`config.mk`:
```
export PLATFORM = sky130hd
export DESIGN_NAME = lbdc_top
export DESIGN_NICKNAME = d
export VERILOG_FILES = /design/src/shared/lbdc_pkg.sv /design/src/verilog/lbdc_top.sv
export VERILOG_INCLUDE_DIRS = /design/src /design/src/shared
export SDC_FILE = /design/constraint.sdc
export NUM_CORES = 2
export LEC_CHECK = 0
export BUFFER_PORTS_ARGS = -buffer_cell sky130_fd_sc_hd__buf_2
export CAP_MARGIN = 20
export CELL_PAD_IN_SITES_DETAIL_PLACEMENT = 1
export CELL_PAD_IN_SITES_GLOBAL_PLACEMENT = 1
export CORE_MARGIN = 2
export CORE_UTILIZATION = 45
export DETAILED_ROUTE_END_ITERATION = 10
export PLACE_DENSITY = 0.84
export SLEW_MARGIN = 0
export SYNTH_ARGS = -nofsm -noshare
export SYNTH_HDL_FRONTEND = slang
export SYNTH_SLANG_ARGS = --single-unit
```
`constraint.sdc`:
```
create_clock -name pclk -period 30.6 [get_ports pclk]
set_clock_uncertainty 0.15 [all_clocks]
set_input_delay 4.59 -clock pclk [delete_from_list [all_inputs] [get_ports pclk]]
set_output_delay 4.59 -clock pclk [all_outputs]
set_load 0.02 [all_outputs]
```
`src/shared/lbdc_regs.svh`:
```
`ifndef LBDC_REGS_SVH
`define LBDC_REGS_SVH

`define LBDC_ADDR_CTRL    8'h00
`define LBDC_ADDR_FADE    8'h04
`define LBDC_ADDR_BRIGHT  8'h08
`define LBDC_ADDR_FREQ    8'h0C
`define LBDC_ADDR_FILTER  8'h10
`define LBDC_ADDR_LEDEN   8'h14
`define LBDC_ADDR_STATUS  8'h18

`define LBDC_CTRL_SRC_LSB   0
`define LBDC_CTRL_LOG_BIT   2
`define LBDC_CTRL_MIXED_BIT 3
`define LBDC_CTRL_SWP_LSB   4
`define LBDC_FILT_HYST_LSB  0
`define LBDC_FILT_RC_LSB    2

`define LBDC_CTRL_RST    6'h00
`define LBDC_FADE_RST    8'h00
`define LBDC_BRIGHT_RST  12'h000
`define LBDC_FREQ_RST    3'h0
`define LBDC_FILTER_RST  4'h0
`define LBDC_LEDEN_RST   6'h3F

`define LBDC_CLK_KHZ        20000
`define LBDC_FADE_STEP_NS   50000
`define LBDC_FADE_STEP_CYC  ((`LBDC_FADE_STEP_NS * `LBDC_CLK_KHZ) / 1000000)
`define LBDC_RC_TICK_US     720
`define LBDC_RC_TICK_CYC    ((`LBDC_RC_TICK_US * `LBDC_CLK_KHZ) / 1000)
`define LBDC_OUT_FREQ_HZ    2500
`define LBDC_OUT_PERIOD_CYC ((`LBDC_CLK_KHZ * 1000) / `LBDC_OUT_FREQ_HZ)
`define LBDC_FULL_CODE      12'hFFF
`endif

```
`src/shared/lbdc_pkg.sv`:
```
package lbdc_pkg;
  typedef enum logic [1:0] {
    LBDC_SRC_PWM    = 2'b00,
    LBDC_SRC_REG    = 2'b01,
    LBDC_SRC_PROD   = 2'b10,
    LBDC_SRC_DIRECT = 2'b11
  } lbdc_src_t;

  typedef enum logic [1:0] {
    LBDC_SCH_ANALOG = 2'b00,
    LBDC_SCH_MIXED  = 2'b01,
    LBDC_SCH_DIRECT = 2'b11
  } lbdc_scheme_t;

  typedef enum logic [1:0] {
    LBDC_DIV_IDLE = 2'b00,
    LBDC_DIV_RUN  = 2'b01,
    LBDC_DIV_DONE = 2'b11
  } lbdc_div_t;
endpackage

```
`src/verilog/lbdc_top.sv`:
```
// Register access over APB and the placing of the registers are this design's own decisions.
`timescale 1ns/1ps
`default_nettype none
`include "lbdc_regs.svh"
module lbdc_top #(
  parameter int RC_TICK_CYC    = `LBDC_RC_TICK_CYC,
  parameter int OUT_PERIOD_CYC = `LBDC_OUT_PERIOD_CYC
) (
  input  wire logic        pclk,                   // 20 MHz clock
  input  wire logic        presetn,                // Async reset, active low
  input  wire logic [7:0]  paddr,                  // APB address
  input  wire logic        psel,                   // APB select
  input  wire logic        penable,                // APB enable
  input  wire logic        pwrite,                 // APB write
  input  wire logic [31:0] pwdata,                 // APB write data
  output logic      [31:0] prdata,                 // APB read data
  output logic             pready,                 // APB ready
  output logic             pslverr,                // APB error on unmapped
  input  wire logic        register_interface_used, // Strap: registers in use
  input  wire logic        mode_pin_grounded,      // Scheme pin tied low
  input  wire logic        mode_pin_supply,        // Scheme pin tied high
  input  wire logic        pwm_in,                 // Brightness PWM input
  output logic      [5:0]  sink_on,                // Per-string sink enable
  output logic      [11:0] sink_level,             // Sink current level
  output var lbdc_pkg::lbdc_scheme_t strap_scheme  // Scheme caught at startup
);
  import lbdc_pkg::*;

  localparam int FADE_STEP_CYC = `LBDC_FADE_STEP_CYC;

  logic [5:0]  ctrl;
  logic [7:0]  fade_speed;
  logic [11:0] register_brightness_code;
  logic [2:0]  output_pwm_frequency_select;
  logic [3:0]  filter_cfg;
  logic [5:0]  string_en;
  logic        started;
  logic        regif;

  // Startup straps: caught on the first edge after release, then frozen
  always_ff @(posedge pclk or negedge presetn) begin
    if (!presetn) begin
      started      <= 1'b0;
      regif        <= 1'b0;
      strap_scheme <= LBDC_SCH_ANALOG;
    end else if (!started) begin
      started <= 1'b1;
      regif   <= register_interface_used;
      if (mode_pin_grounded) begin
        strap_scheme <= LBDC_SCH_ANALOG;
      end else if (mode_pin_supply) begin
        strap_scheme <= LBDC_SCH_DIRECT;
      end else begin
        strap_scheme <= LBDC_SCH_MIXED;
      end
    end
  end

  // Effective settings; without registers the fixed pin-mode values apply
  lbdc_src_t   src;
  logic        log_map;
  logic        mixed;
  logic [1:0]  analog_to_pwm_switch_point;
  logic [7:0]  speed;
  logic [2:0]  fsel;
  logic [1:0]  smoothing_filter_coefficient;
  logic [1:0]  input_duty_hysteresis_threshold;
  logic [5:0]  en;
  always_comb begin
    if (regif) begin
      src     = lbdc_src_t'(ctrl[`LBDC_CTRL_SRC_LSB +: 2]);
      log_map = ctrl[`LBDC_CTRL_LOG_BIT];
      mixed   = ctrl[`LBDC_CTRL_MIXED_BIT];
      analog_to_pwm_switch_point = ctrl[`LBDC_CTRL_SWP_LSB +: 2];
      speed   = fade_speed;
      fsel    = output_pwm_frequency_select;
      smoothing_filter_coefficient    = filter_cfg[`LBDC_FILT_RC_LSB +: 2];
      input_duty_hysteresis_threshold = filter_cfg[`LBDC_FILT_HYST_LSB +: 2];
      en      = string_en;
    end else begin
      src     = (strap_scheme == LBDC_SCH_DIRECT) ? LBDC_SRC_DIRECT : LBDC_SRC_PWM;
      log_map = 1'b0;
      mixed   = (strap_scheme == LBDC_SCH_MIXED);
      analog_to_pwm_switch_point = 2'b01;
      speed   = 8'h00;
      fsel    = 3'h0;
      smoothing_filter_coefficient    = 2'b00;
      input_duty_hysteresis_threshold = 2'b00;
      en      = 6'h3F;
    end
  end

  // APB slave: zero wait states, read data captured in the setup cycle
  logic        setup;
  logic        wr;
  logic        mapped;
  logic [11:0] duty_f;
  logic [11:0] applied;
  logic        trend_up;
  assign setup   = psel & ~penable;
  assign wr      = psel & penable & pwrite;
  assign pready  = 1'b1;
  assign mapped  = (paddr <= `LBDC_ADDR_STATUS) && (paddr[1:0] == 2'b00);
  assign pslverr = psel & penable & ~mapped;

  always_ff @(posedge pclk or negedge presetn) begin
    if (!presetn) begin
      ctrl                        <= `LBDC_CTRL_RST;
      fade_speed                  <= `LBDC_FADE_RST;
      register_brightness_code    <= `LBDC_BRIGHT_RST;
      output_pwm_frequency_select <= `LBDC_FREQ_RST;
      filter_cfg                  <= `LBDC_FILTER_RST;
      string_en                   <= `LBDC_LEDEN_RST;
    end else if (wr) begin
      if (paddr == `LBDC_ADDR_CTRL) begin
        ctrl <= pwdata[5:0];
      end else if (paddr == `LBDC_ADDR_FADE) begin
        fade_speed <= pwdata[7:0];
      end else if (paddr == `LBDC_ADDR_BRIGHT) begin
        register_brightness_code <= pwdata[11:0];
      end else if (paddr == `LBDC_ADDR_FREQ) begin
        output_pwm_frequency_select <= pwdata[2:0];
      end else if (paddr == `LBDC_ADDR_FILTER) begin
        filter_cfg <= pwdata[3:0];
      end else if (paddr == `LBDC_ADDR_LEDEN) begin
        string_en <= pwdata[5:0];
      end
    end
  end

  always_ff @(posedge pclk or negedge presetn) begin
    if (!presetn) begin
      prdata <= 32'h0000_0000;
    end else if (setup) begin
      if (paddr == `LBDC_ADDR_CTRL) begin
        prdata <= {26'h000_0000, ctrl};
      end else if (paddr == `LBDC_ADDR_FADE) begin
        prdata <= {24'h00_0000, fade_speed};
      end else if (paddr == `LBDC_ADDR_BRIGHT) begin
        prdata <= {20'h0_0000, register_brightness_code};
      end else if (paddr == `LBDC_ADDR_FREQ) begin
        prdata <= {29'h0000_0000, output_pwm_frequency_select};
      end else if (paddr == `LBDC_ADDR_FILTER) begin
        prdata <= {28'h000_0000, filter_cfg};
      end else if (paddr == `LBDC_ADDR_LEDEN) begin
        prdata <= {26'h000_0000, string_en};
      end else if (paddr == `LBDC_ADDR_STATUS) begin
        prdata <= {6'h00, regif, trend_up, applied, duty_f};
      end else begin
        prdata <= 32'h0000_0000;
      end
    end
  end

  // Input duty measurement at half the clock rate, near the 10 MHz grid
  logic        meas_tick;
  logic        pwm_q;
  logic        pwm_rise;
  logic [15:0] on_cnt;
  logic [15:0] per_cnt;
  assign pwm_rise = pwm_in & ~pwm_q;

  always_ff @(posedge pclk or negedge presetn) begin
    if (!presetn) begin
      meas_tick <= 1'b0;
      pwm_q     <= 1'b0;
      on_cnt    <= 16'h0000;
      per_cnt   <= 16'h0000;
    end else begin
      meas_tick <= ~meas_tick;
      pwm_q     <= pwm_in;
      if (pwm_rise) begin
        on_cnt  <= 16'h0000;
        per_cnt <= 16'h0000;
      end else if (meas_tick) begin
        if (per_cnt != 16'hFFFF) begin
          per_cnt <= per_cnt + 16'h0001;
        end
        if (pwm_in && on_cnt != 16'hFFFF) begin
          on_cnt <= on_cnt + 16'h0001;
        end
      end
    end
  end

  // Serial divider: duty = on * 4096 / period, saturating at full code
  lbdc_div_t   div_state;
  logic [15:0] div_rem;
  logic [15:0] div_per;
  logic [11:0] div_q;
  logic [3:0]  div_bits;
  logic [16:0] rem2;
  assign rem2 = {div_rem, 1'b0};

  always_ff @(posedge pclk or negedge presetn) begin
    if (!presetn) begin
      div_state <= LBDC_DIV_IDLE;
      div_rem   <= 16'h0000;
      div_per   <= 16'h0000;
      div_q     <= 12'h000;
      div_bits  <= 4'h0;
    end else begin
      case (div_state)
        LBDC_DIV_IDLE: begin
          if (pwm_rise && src != LBDC_SRC_DIRECT && per_cnt != 16'h0000) begin
            div_rem   <= (on_cnt > per_cnt) ? per_cnt : on_cnt;
            div_per   <= per_cnt;
            div_q     <= 12'h000;
            div_bits  <= 4'hC;
            div_state <= LBDC_DIV_RUN;
          end
        end
        LBDC_DIV_RUN: begin
          if (rem2 >= {1'b0, div_per}) begin
            div_rem <= 16'(rem2 - {1'b0, div_per});
            div_q   <= {div_q[10:0], 1'b1};
          end else begin
            div_rem <= rem2[15:0];
            div_q   <= {div_q[10:0], 1'b0};
          end
          div_bits <= div_bits - 4'h1;
          if (div_bits == 4'h1) begin
            div_state <= LBDC_DIV_DONE;
          end
        end
        default: begin
          div_state <= LBDC_DIV_IDLE;
        end
      endcase
    end
  end

  // Reversal hysteresis on the sampled duty
  logic [11:0] hyst_thr;
  assign hyst_thr = 12'h001 << input_duty_hysteresis_threshold;

  always_ff @(posedge pclk or negedge presetn) begin
    if (!presetn) begin
      duty_f   <= 12'h000;
      trend_up <= 1'b1;
    end else if (div_state == LBDC_DIV_DONE) begin
      if (input_duty_hysteresis_threshold == 2'b00) begin
        duty_f <= div_q;
      end else if (div_q > duty_f && (trend_up || div_q - duty_f >= hyst_thr)) begin
        duty_f   <= div_q;
        trend_up <= 1'b1;
      end else if (div_q < duty_f && (!trend_up || duty_f - div_q >= hyst_thr)) begin
        duty_f   <= div_q;
        trend_up <= 1'b0;
      end
    end
  end

  // Log curve: 10-bit index as 4-bit exponent and 6-bit mantissa
  function automatic logic [11:0] lbdc_map(input logic [11:0] code, input logic lg);
    logic [21:0] v;
    v = {15'h0000, 1'b1, code[7:2]} << code[11:8];
    if (!lg) begin
      lbdc_map = code;
    end else if (code[11:2] == 10'h000) begin
      lbdc_map = 12'h000;
    end else begin
      lbdc_map = v[21:10];
    end
  endfunction

  logic [11:0] pwm_code;
  logic [11:0] reg_code;
  logic [23:0] prod;
  logic [11:0] target;
  assign pwm_code = lbdc_map(duty_f, log_map);
  assign reg_code = lbdc_map(register_brightness_code, log_map);
  assign prod     = reg_code * pwm_code;
  always_comb begin
    case (src)
      LBDC_SRC_REG:  target = reg_code;
      LBDC_SRC_PROD: target = prod[23:12];
      default:       target = pwm_code;
    endcase
  end

  // Fade: one code per speed x 50 us
  logic [15:0] fade_base;
  logic [7:0]  fade_n;
  logic [11:0] fade_code;
  always_ff @(posedge pclk or negedge presetn) begin
    if (!presetn) begin
      fade_base <= 16'h0000;
      fade_n    <= 8'h00;
      fade_code <= 12'h000;
    end else if (speed == 8'h00) begin
      fade_base <= 16'h0000;
      fade_n    <= 8'h00;
      fade_code <= target;
    end else if (fade_base == 16'(FADE_STEP_CYC - 1)) begin
      fade_base <= 16'h0000;
      if (fade_n + 8'h01 >= speed) begin
        fade_n <= 8'h00;
        if (fade_code < target) begin
          fade_code <= fade_code + 12'h001;
        end else if (fade_code > target) begin
          fade_code <= fade_code - 12'h001;
        end
      end else begin
        fade_n <= fade_n + 8'h01;
      end
    end else begin
      fade_base <= fade_base + 16'h0001;
    end
  end

  // First-order smoothing on its own tick, unrelated to the output rate
  logic [15:0]        rc_tick_cnt;
  logic [21:0]        rc_y;
  logic signed [22:0] rc_diff;
  logic signed [22:0] rc_step;
  assign rc_diff = $signed({1'b0, fade_code, 10'h000}) - $signed({1'b0, rc_y});
  assign rc_step = rc_diff >>> (4'hB - {2'b00, smoothing_filter_coefficient});
  assign applied = rc_y[21:10];

  always_ff @(posedge pclk or negedge presetn) begin
    if (!presetn) begin
      rc_tick_cnt <= 16'h0000;
      rc_y        <= 22'h00_0000;
    end else if (smoothing_filter_coefficient == 2'b00) begin
      rc_tick_cnt <= 16'h0000;
      rc_y        <= {fade_code, 10'h000};
    end else if (rc_tick_cnt == 16'(RC_TICK_CYC - 1)) begin
      rc_tick_cnt <= 16'h0000;
      // A truncated step stalls one code short of the target, so snap on a zero step
      rc_y        <= (rc_step == 23'sh0) ? {fade_code, 10'h000} : rc_y + rc_step[21:0];
    end else begin
      rc_tick_cnt <= rc_tick_cnt + 16'h0001;
    end
  end

  // Output dimming cycle, own timebase regardless of input rate
  logic [13:0] per_sel;
  logic [13:0] out_cnt;
  logic [13:0] lat_per;
  logic [11:0] lat_code;
  logic [5:0]  lat_en;
  logic        lat_pwm;
  logic [13:0] lat_duty;
  logic [3:0]  sp_shift;
  logic [11:0] sp_level;
  logic [25:0] duty_prod;
  logic [2:0]  n_en;
  logic [13:0] phase_step;
  always_comb begin
    case (fsel)
      3'h0:    per_sel = 14'(OUT_PERIOD_CYC);
      3'h1:    per_sel = 14'(OUT_PERIOD_CYC >> 1);
      3'h2:    per_sel = 14'(OUT_PERIOD_CYC >> 2);
      3'h3:    per_sel = 14'(OUT_PERIOD_CYC >> 3);
      default: per_sel = 14'(OUT_PERIOD_CYC >> 4);
    endcase
    sp_shift = 4'h9 + {2'b00, analog_to_pwm_switch_point};
    sp_level = (analog_to_pwm_switch_point == 2'b11) ? `LBDC_FULL_CODE : 12'h001 << sp_shift;
    duty_prod = applied * per_sel;
  end

  function automatic logic [2:0] lbdc_ones(input logic [5:0] v);
    lbdc_ones = 3'h0;
    for (int k = 0; k < 6; k++) begin
      lbdc_ones = lbdc_ones + {2'b00, v[k]};
    end
  endfunction

  assign n_en = lbdc_ones(lat_en);
  always_comb begin
    case (n_en)
      3'h2:    phase_step = lat_per >> 1;
      3'h3:    phase_step = lat_per / 14'd3;
      3'h4:    phase_step = lat_per >> 2;
      3'h5:    phase_step = lat_per / 14'd5;
      3'h6:    phase_step = lat_per / 14'd6;
      default: phase_step = lat_per;
    endcase
  end

  always_ff @(posedge pclk or negedge presetn) begin
    if (!presetn) begin
      out_cnt    <= 14'h0000;
      lat_per    <= 14'(OUT_PERIOD_CYC);
      lat_code   <= 12'h000;
      lat_en     <= 6'h00;
      lat_pwm    <= 1'b0;
      lat_duty   <= 14'h0000;
      sink_level <= 12'h000;
    end else if (out_cnt == 14'h0000) begin
      out_cnt    <= (per_sel > 14'h0001) ? 14'h0001 : 14'h0000;
      lat_per    <= per_sel;
      lat_code   <= applied;
      lat_en     <= en;
      lat_pwm    <= mixed && applied < sp_level;
      lat_duty   <= 14'(duty_prod >> sp_shift);
      if (src == LBDC_SRC_DIRECT) begin
        sink_level <= `LBDC_FULL_CODE;
      end else if (mixed && applied < sp_level) begin
        sink_level <= sp_level;
      end else begin
        sink_level <= applied;
      end
    end else begin
      out_cnt <= (out_cnt + 14'h0001 >= lat_per) ? 14'h0000 : out_cnt + 14'h0001;
    end
  end

  // Phase lags the counter by one so every slot sees its own cycle's latched values
  logic [13:0] out_ph;
  assign out_ph = (out_cnt == 14'h0000) ? lat_per - 14'h0001 : out_cnt - 14'h0001;

  // Per-string phase: rank among enabled strings times the phase step
  for (genvar i = 0; i < 6; i++) begin : g_string
    logic [2:0]  rank;
    logic [16:0] offs;
    logic [13:0] pos;
    assign rank = lbdc_ones(lat_en & 6'((1 << i) - 1));
    assign offs = phase_step * rank;
    assign pos  = (out_ph >= offs[13:0]) ? out_ph - offs[13:0]
                                         : 14'(out_ph + lat_per - offs[13:0]);
    always_ff @(posedge pclk or negedge presetn) begin
      if (!presetn) begin
        sink_on[i] <= 1'b0;
      end else if (src == LBDC_SRC_DIRECT) begin
        sink_on[i] <= en[i] & pwm_in;
      end else if (lat_pwm) begin
        sink_on[i] <= lat_en[i] & (pos < lat_duty);
      end else begin
        sink_on[i] <= lat_en[i] & (lat_code != 12'h000);
      end
    end
  end
endmodule
`default_nettype wire

```
---- After elaboration in Yosys (flattened, before gate mapping) ----
Cells that the tools add are included.
cells by class
  add/sub/neg operators ................... 34
  multiply operators ...................... 7
  div/mod/pow operators ................... 3
  order comparisons ....................... 25
  equality and inequality tests ........... 30
  shifts and indexed selects .............. 6
  muxes and demuxes ....................... 89
  bitwise gates (word level) .............. 33
  reduce and logical (&&, ||, !) cells .... 47
operators by type and width
  operator                                            count
  2-to-1 mux 16 bit                                   13
  2-to-1 mux 12 bit                                   16
  2-to-1 mux 26 bit                                   7
  subtractor 14 bit                                   10
  2-to-1 mux 14 bit                                   9
  >= comparator 14 bit                                6
  < comparator 14 bit                                 6
  case mux 14 bit (5 select lines)                    1
  2-to-1 mux 22 bit                                   3
  adder 16 x 1 -> 16 bit, second input constant       4
  multiplier 14 x 3 -> 14 bit                         4
  case mux 13 bit (4 select lines)                    1
  case mux 12 bit (2 select lines)                    2
  << shifter 7 x 4 -> 22 bit                          2
  < comparator 12 bit                                 3
  2-to-1 mux 8 bit                                    4
  inequality test 16 bit, second input constant       2
  case mux 16 bit (2 select lines)                    1
  divider 14 x 3 -> 14 bit, second input constant     2
  subtractor 14 x 1 -> 14 bit, second input constant  2
  multiplier 12 x 14 -> 26 bit                        1
  right shift 26 x 4 -> 14 bit                        1
  == test 8 x 5 -> 1 bit, second input constant       3
  >= comparator 12 bit                                2
  67 further kinds                                    169
word-level totals
  register bits ........................... 325
  input port bits ......................... 49
  output and inout port bits .............. 54
  word-level logic and storage cells ...... 313

---- Logic depth before layout (Yosys ltp) ----
  depth after elaboration ................. 14
  depth in mapped cells ................... 156
  mapped depth without buffers ............ 152

---- Worst setup path after synthesis ----
No wires, ideal clock.
  kind .................................... reg-to-reg
  from .................................... register lat_en[1]
  to ...................................... register sink_on[3]
  setup time .............................. 0.068 ns
  data arrival time ....................... 28.155 ns
  data required time ...................... 30.382 ns
  path slack .............................. 2.228 ns
  cell stages (with the launch flop) ...... 145
  path buffers ............................ 6
  clock period less this slack ............ 28.372 ns
  cell sequence ........................... dfrtp_1 fa_1 ha_1 ha_1 ha_1 ha_1 xnor2_2 nor3_1 ha_1 o21a_1 o21ai_0 o32ai_2 nor2_1 a21oi_1 ha_1 o211ai_1 nand3_1 a21oi_1 [109 not listed] o21ai_0 nand2b_1 a21oi_1 nor2b_1 o21ai_0 nand2b_1 a21oi_1 nor2b_1 o21ai_0 nand2b_1 a21oi_1 nor2b_1 o21ai_0 nand2b_1 a21oi_1 nor2b_1 o21ai_0 a32o_1
between the ends
  longest elaborated chain between the ends .. 14
  elaborated cells on any way between the ends .. 20
  classes of those cells .................. add/sub: 7; mul: 1; order compare: 2; eq/ne: 5; mux: 4; bitwise: 1
ends and longest elaborated chain
  what                                                            RTL line         text
  from (decl)                                                     lbdc_top.sv:342  logic [5:0] lat_en;
  from (signal assigned)                                          lbdc_top.sv:395  lat_en <= en;
  adder 1 x 1 -> 2 bit *                                          lbdc_top.sv:366  lbdc_ones = lbdc_ones + {2'b00, v[k]};
  adder 2 x 1 -> 3 bit *                                          lbdc_top.sv:366
  adder 3 x 1 -> 3 bit (3 in series)                              lbdc_top.sv:366
  == test 3 bit / == test 3 x 2 -> 1 bit (equally long branches)  lbdc_top.sv:372  case (n_en)
  case mux 14 bit (5 select lines)                                lbdc_top.sv:372
  multiplier 14 x 3 -> 14 bit *                                   lbdc_top.sv:420  assign offs = phase_step * rank;
  subtractor 14 bit (tied with other cells)                       lbdc_top.sv:422  : 14'(out_ph + lat_per - offs[13:0]);
  2-to-1 mux 14 bit *                                             lbdc_top.sv:421  assign pos = (out_ph >= offs[13:0]) ? out_ph - offs[13:0]
  < comparator 14 bit *                                           lbdc_top.sv:429  sink_on[i] <= lat_en[i] & (pos < lat_duty);
  AND 1 bit *                                                     lbdc_top.sv:429
  2-to-1 mux 1 bit *                                              lbdc_top.sv:428  end else if (lat_pwm) begin
  2-to-1 mux 1 bit *                                              lbdc_top.sv:426  end else if (src == LBDC_SRC_DIRECT) begin
  to (signal, indexed assignment)                                 lbdc_top.sv:427  sink_on[i] <= en[i] & pwm_in;
  to (signal, indexed assignment)                                 lbdc_top.sv:429
  to (signal, indexed assignment)                                 lbdc_top.sv:431  sink_on[i] <= lat_en[i] & (lat_code != 12'h000);
  to (decl)                                                       lbdc_top.sv:23   output logic [5:0] sink_on,
Mark *: on every way between the ends. The rest lies on a longest branch, timed or not.
A chain may end at the register's enable or synchronous reset.

---- Worst setup path after layout ----
  from .................................... register lat_en[0]
  to ...................................... register sink_on[5]
between the ends
  longest elaborated chain between the ends .. 14
  elaborated cells on any way between the ends .. 20
  classes of those cells .................. add/sub: 7; mul: 1; order compare: 2; eq/ne: 5; mux: 4; bitwise: 1
ends and longest elaborated chain
  what                                                            RTL line
  adder 1 x 1 -> 2 bit *                                          lbdc_top.sv:366
  adder 2 x 1 -> 3 bit *                                          lbdc_top.sv:366
  adder 3 x 1 -> 3 bit * (2 in series)                            lbdc_top.sv:366
  adder 3 x 1 -> 3 bit                                            lbdc_top.sv:366
  == test 3 bit / == test 3 x 2 -> 1 bit (equally long branches)  lbdc_top.sv:372
  case mux 14 bit (5 select lines)                                lbdc_top.sv:372
  multiplier 14 x 3 -> 14 bit *                                   lbdc_top.sv:420
  subtractor 14 bit (tied with other cells)                       lbdc_top.sv:422
  2-to-1 mux 14 bit *                                             lbdc_top.sv:421
  < comparator 14 bit *                                           lbdc_top.sv:429
  AND 1 bit *                                                     lbdc_top.sv:429
  2-to-1 mux 1 bit *                                              lbdc_top.sv:428
  2-to-1 mux 1 bit *                                              lbdc_top.sv:426
Marks and branches as above.

==> results.sh <==
export IMPL_fillerInstances=11900
export IMPL_drive_above_1_share_pct=8.96
export IMPL_cts_sinks=315
export IMPL_antenna_cells=0
export IMPL_totalWireLength_um=148000
export IMPL_globalRouteOverflowTotal=0
export IMPL_maxCapViolations=0
export IMPL_die_width_um=317
export IMPL_async_flop_share_pct=100
export IMPL_h_tree_depth=2
export IMPL_hold_viol=0
export IMPL_hpwlAfterDp_um=113000
export IMPL_initialDrtViolationCount=2726
export IMPL_cp_slowest_stage_delay_ns=0.60
export IMPL_critPathSlowestCell="fa_2"
export IMPL_final_nets=6461
export IMPL_drc=0
export IMPL_worst_slew_pin_slew_ns=1.14
export IMPL_cp_max_fo=19
export IMPL_port_buffers=75
export IMPL_row_count=114
export IMPL_post_cts_hold_buffer_count=0
export IMPL_max_freq_mhz=34.3
export IMPL_vias=41400
export IMPL_finalCriticalPeriod_ns=29.18
export IMPL_period_share_pct=95.3
export IMPL_area_growth_pct=9.20
export IMPL_syn_mean_instance_area_um2=7.97
export IMPL_cts_root_buf="clkbuf_16"
export IMPL_timing_slew_headroom_pct=23.2
export IMPL_cts_buffers=42
export IMPL_worstPathArrival_ns=29.58
export IMPL_crit_type="register to register"
export IMPL_clock_latency_ns=0.63
export IMPL_core_mm2=0.0970
export IMPL_final_cell_mix="nand2_1 (661), inv_1 (603), ha_1 (574)"
export IMPL_die_h_um=317
export IMPL_synth_seq_cells=315
export IMPL_synth_cell_types=107
export IMPL_setup_viol=0
export IMPL_grt_pass1_vias=43300
export IMPL_start_util_pct=45.5
export IMPL_cts_path_max_buffers=3
export IMPL_ys_warnings_count=0
export IMPL_drv_slew=0
export IMPL_ys_seq_area_share_pct=17.9
export IMPL_synth_edf_count=0
export IMPL_synth_cells=5545
export IMPL_postLayoutSetupSlackWorst_ns=1.42
export IMPL_preCtsSetupSlack_ns=-0.0239
export IMPL_die_area_mm2=0.101
export IMPL_gp_congestion=0.934
export IMPL_grt_max_degree=169
export IMPL_hp_class="register to register"
export IMPL_grt_use_total_pct=29.1
export IMPL_synth_ff_type="dfrtp_1"
export IMPL_cp_start_kind="register"
export IMPL_critPathRequiredTime_ns=31.00
export IMPL_syn_cell_area_mm2=0.0442
export IMPL_clkTransAtPathRegs_ns=0.06
export IMPL_vias_per_cell=5.99
export IMPL_route_antenna_remaining_nets=0
export IMPL_post_drt_wl_per_cell_um=21.5
export IMPL_final_common_cell="nand2_1"
export IMPL_path_common_cell="ha_1"
export IMPL_io_pins=103
export IMPL_multi_input_area_mm2=0.0335
export IMPL_seq_area_mm2=0.00790
export IMPL_dr_pass1_iters=8
export IMPL_cts_tree="done"
export IMPL_grt_pass1_wl_um=234000
export IMPL_status="finished, final reports clean"
export IMPL_antenna_found_initial=5
export IMPL_cp_end_kind="register"
[synthesized netlist by cell type (all sizes together), types with 52 or more instances]
| master | n | area (um^2) |
|---|---|---|
| nor3 | 101 | 510 |
| xnor2 | 196 | 1720 |
| nand3 | 118 | 591 |
| mux2 | 76 | 856 |
| and3 | 52 | 325 |
| inv | 603 | 2260 |
| xor2 | 112 | 988 |
| a21o | 110 | 826 |
| nor2 | 401 | 1510 |
| fa | 239 | 4780 |
| clkbuf | 193 | 724 |
| nand2b | 127 | 795 |
| nor2b | 87 | 544 |
| and2 | 80 | 503 |
| nand4 | 60 | 388 |
| nand2 | 665 | 2500 |
| mux2i | 69 | 698 |
| a21oi | 370 | 1850 |
| dfrtp | 303 | 7580 |
| o21ai | 411 | 2060 |
| ha | 581 | 7270 |
[flip-flops by register name (all words and copies together) (netlist names), 14 cells and up]
| register | cells |
|---|---|
| out_cnt | 14 |
| lat_duty | 14 |
| prdata | 26 |
| fade_base | 16 |
| per_cnt | 16 |
| on_cnt | 16 |
| div_per | 16 |
| rc_tick_cnt | 16 |
| rc_y | 22 |
| div_rem | 16 |
[timing repair]
item                                    4_1_cts  5_1_grt
endpoints found under the setup margin        1        5
gates resized for setup                       4       74
setup buffers                                 0       21
pin swaps                                     0       17
[critical path: cells and delay by family, from the launching register on]
family          cells  cell delay [ns]
fa+ha+maj          21             6.02
xor+xnor            4             1.22
mux                 5             1.32
compound gates     60             9.84
buf+inv             9             1.42
flops               1             0.36
simple gates       55             8.76
[worst paths after layout]
path                                        from                       to  slack [ns]  cells past startpoint
min in group asynchronous                presetn  lat_duty[2]$_DFFE_PN0P_        3.90                      1
min reg2reg                  meas_tick$_DFF_PN0_      meas_tick$_DFF_PN0_        0.31                      1
max in group asynchronous                presetn  lat_code[2]$_DFFE_PN0P_       24.82                      2
max                        lat_en[0]$_DFFE_PN0P_     sink_on[5]$_DFF_PN0_        1.42                    154
min                          meas_tick$_DFF_PN0_      meas_tick$_DFF_PN0_        0.31                      1
max reg2reg                lat_en[0]$_DFFE_PN0P_     sink_on[5]$_DFF_PN0_        1.42                    154
[per-stage QoR]
stage / util, % / hold slack (ns) / cell area (um^2) / instances / TNS (ns)
2_1_floorplan: - / 0.251 / 44200 / 5555 / 0
3_3_place_gp: 47.7 / 0.283 / 46300 / 6795 / 0
3_5_place_dp: 47.7 / 0.292 / 46300 / 6797 / -0.0239
4_1_cts: 49.2 / 0.312 / 47800 / 6874 / 0
5_1_grt: 49.7 / 0.328 / 48200 / 6901 / -1.02
6_report: 49.7 / 0.311 / 48200 / 6901 / 0
[kinds of logic (layout without fill, tap and decap cells)]
logic type | after synthesis | count (layout) | synth area share (%)
xor+xnor | 310 | 310 | 6.25
mux | 145 | 145 | 3.52
fa+ha+maj | 826 | 826 | 27.4
other cells | 2 | 12 | 0.0170
simple gates | 1821 | 1821 | 19.5
flops | 315 | 315 | 17.9
buf+inv | 833 | 903 | 7.24
compound gates | 1293 | 1293 | 18.2
[layout make-up]
class	instances	area share (%)
well taps	1276	3.31
repair buffers	219	3.11
flip-flops and latches	315	16.4
clock inverters	25	0.617
inverters	607	4.72
multi-input cells	4407	69.4
clock buffers	52	2.42
[routing by layer]
layer | up-vias | wire [um] | track usage, %
met5 | - | 47 | 0
met4 | 8 | 5680 | 10.5
met3 | 328 | 8290 | 4.23
met2 | 1108 | 70900 | 49.7
met1 | 20900 | 63300 | 37.2
li1 | 19100 | - | -
Power is not shown: default switching activity piles up to over one toggle a cycle in this logic, so the estimate is an artifact.
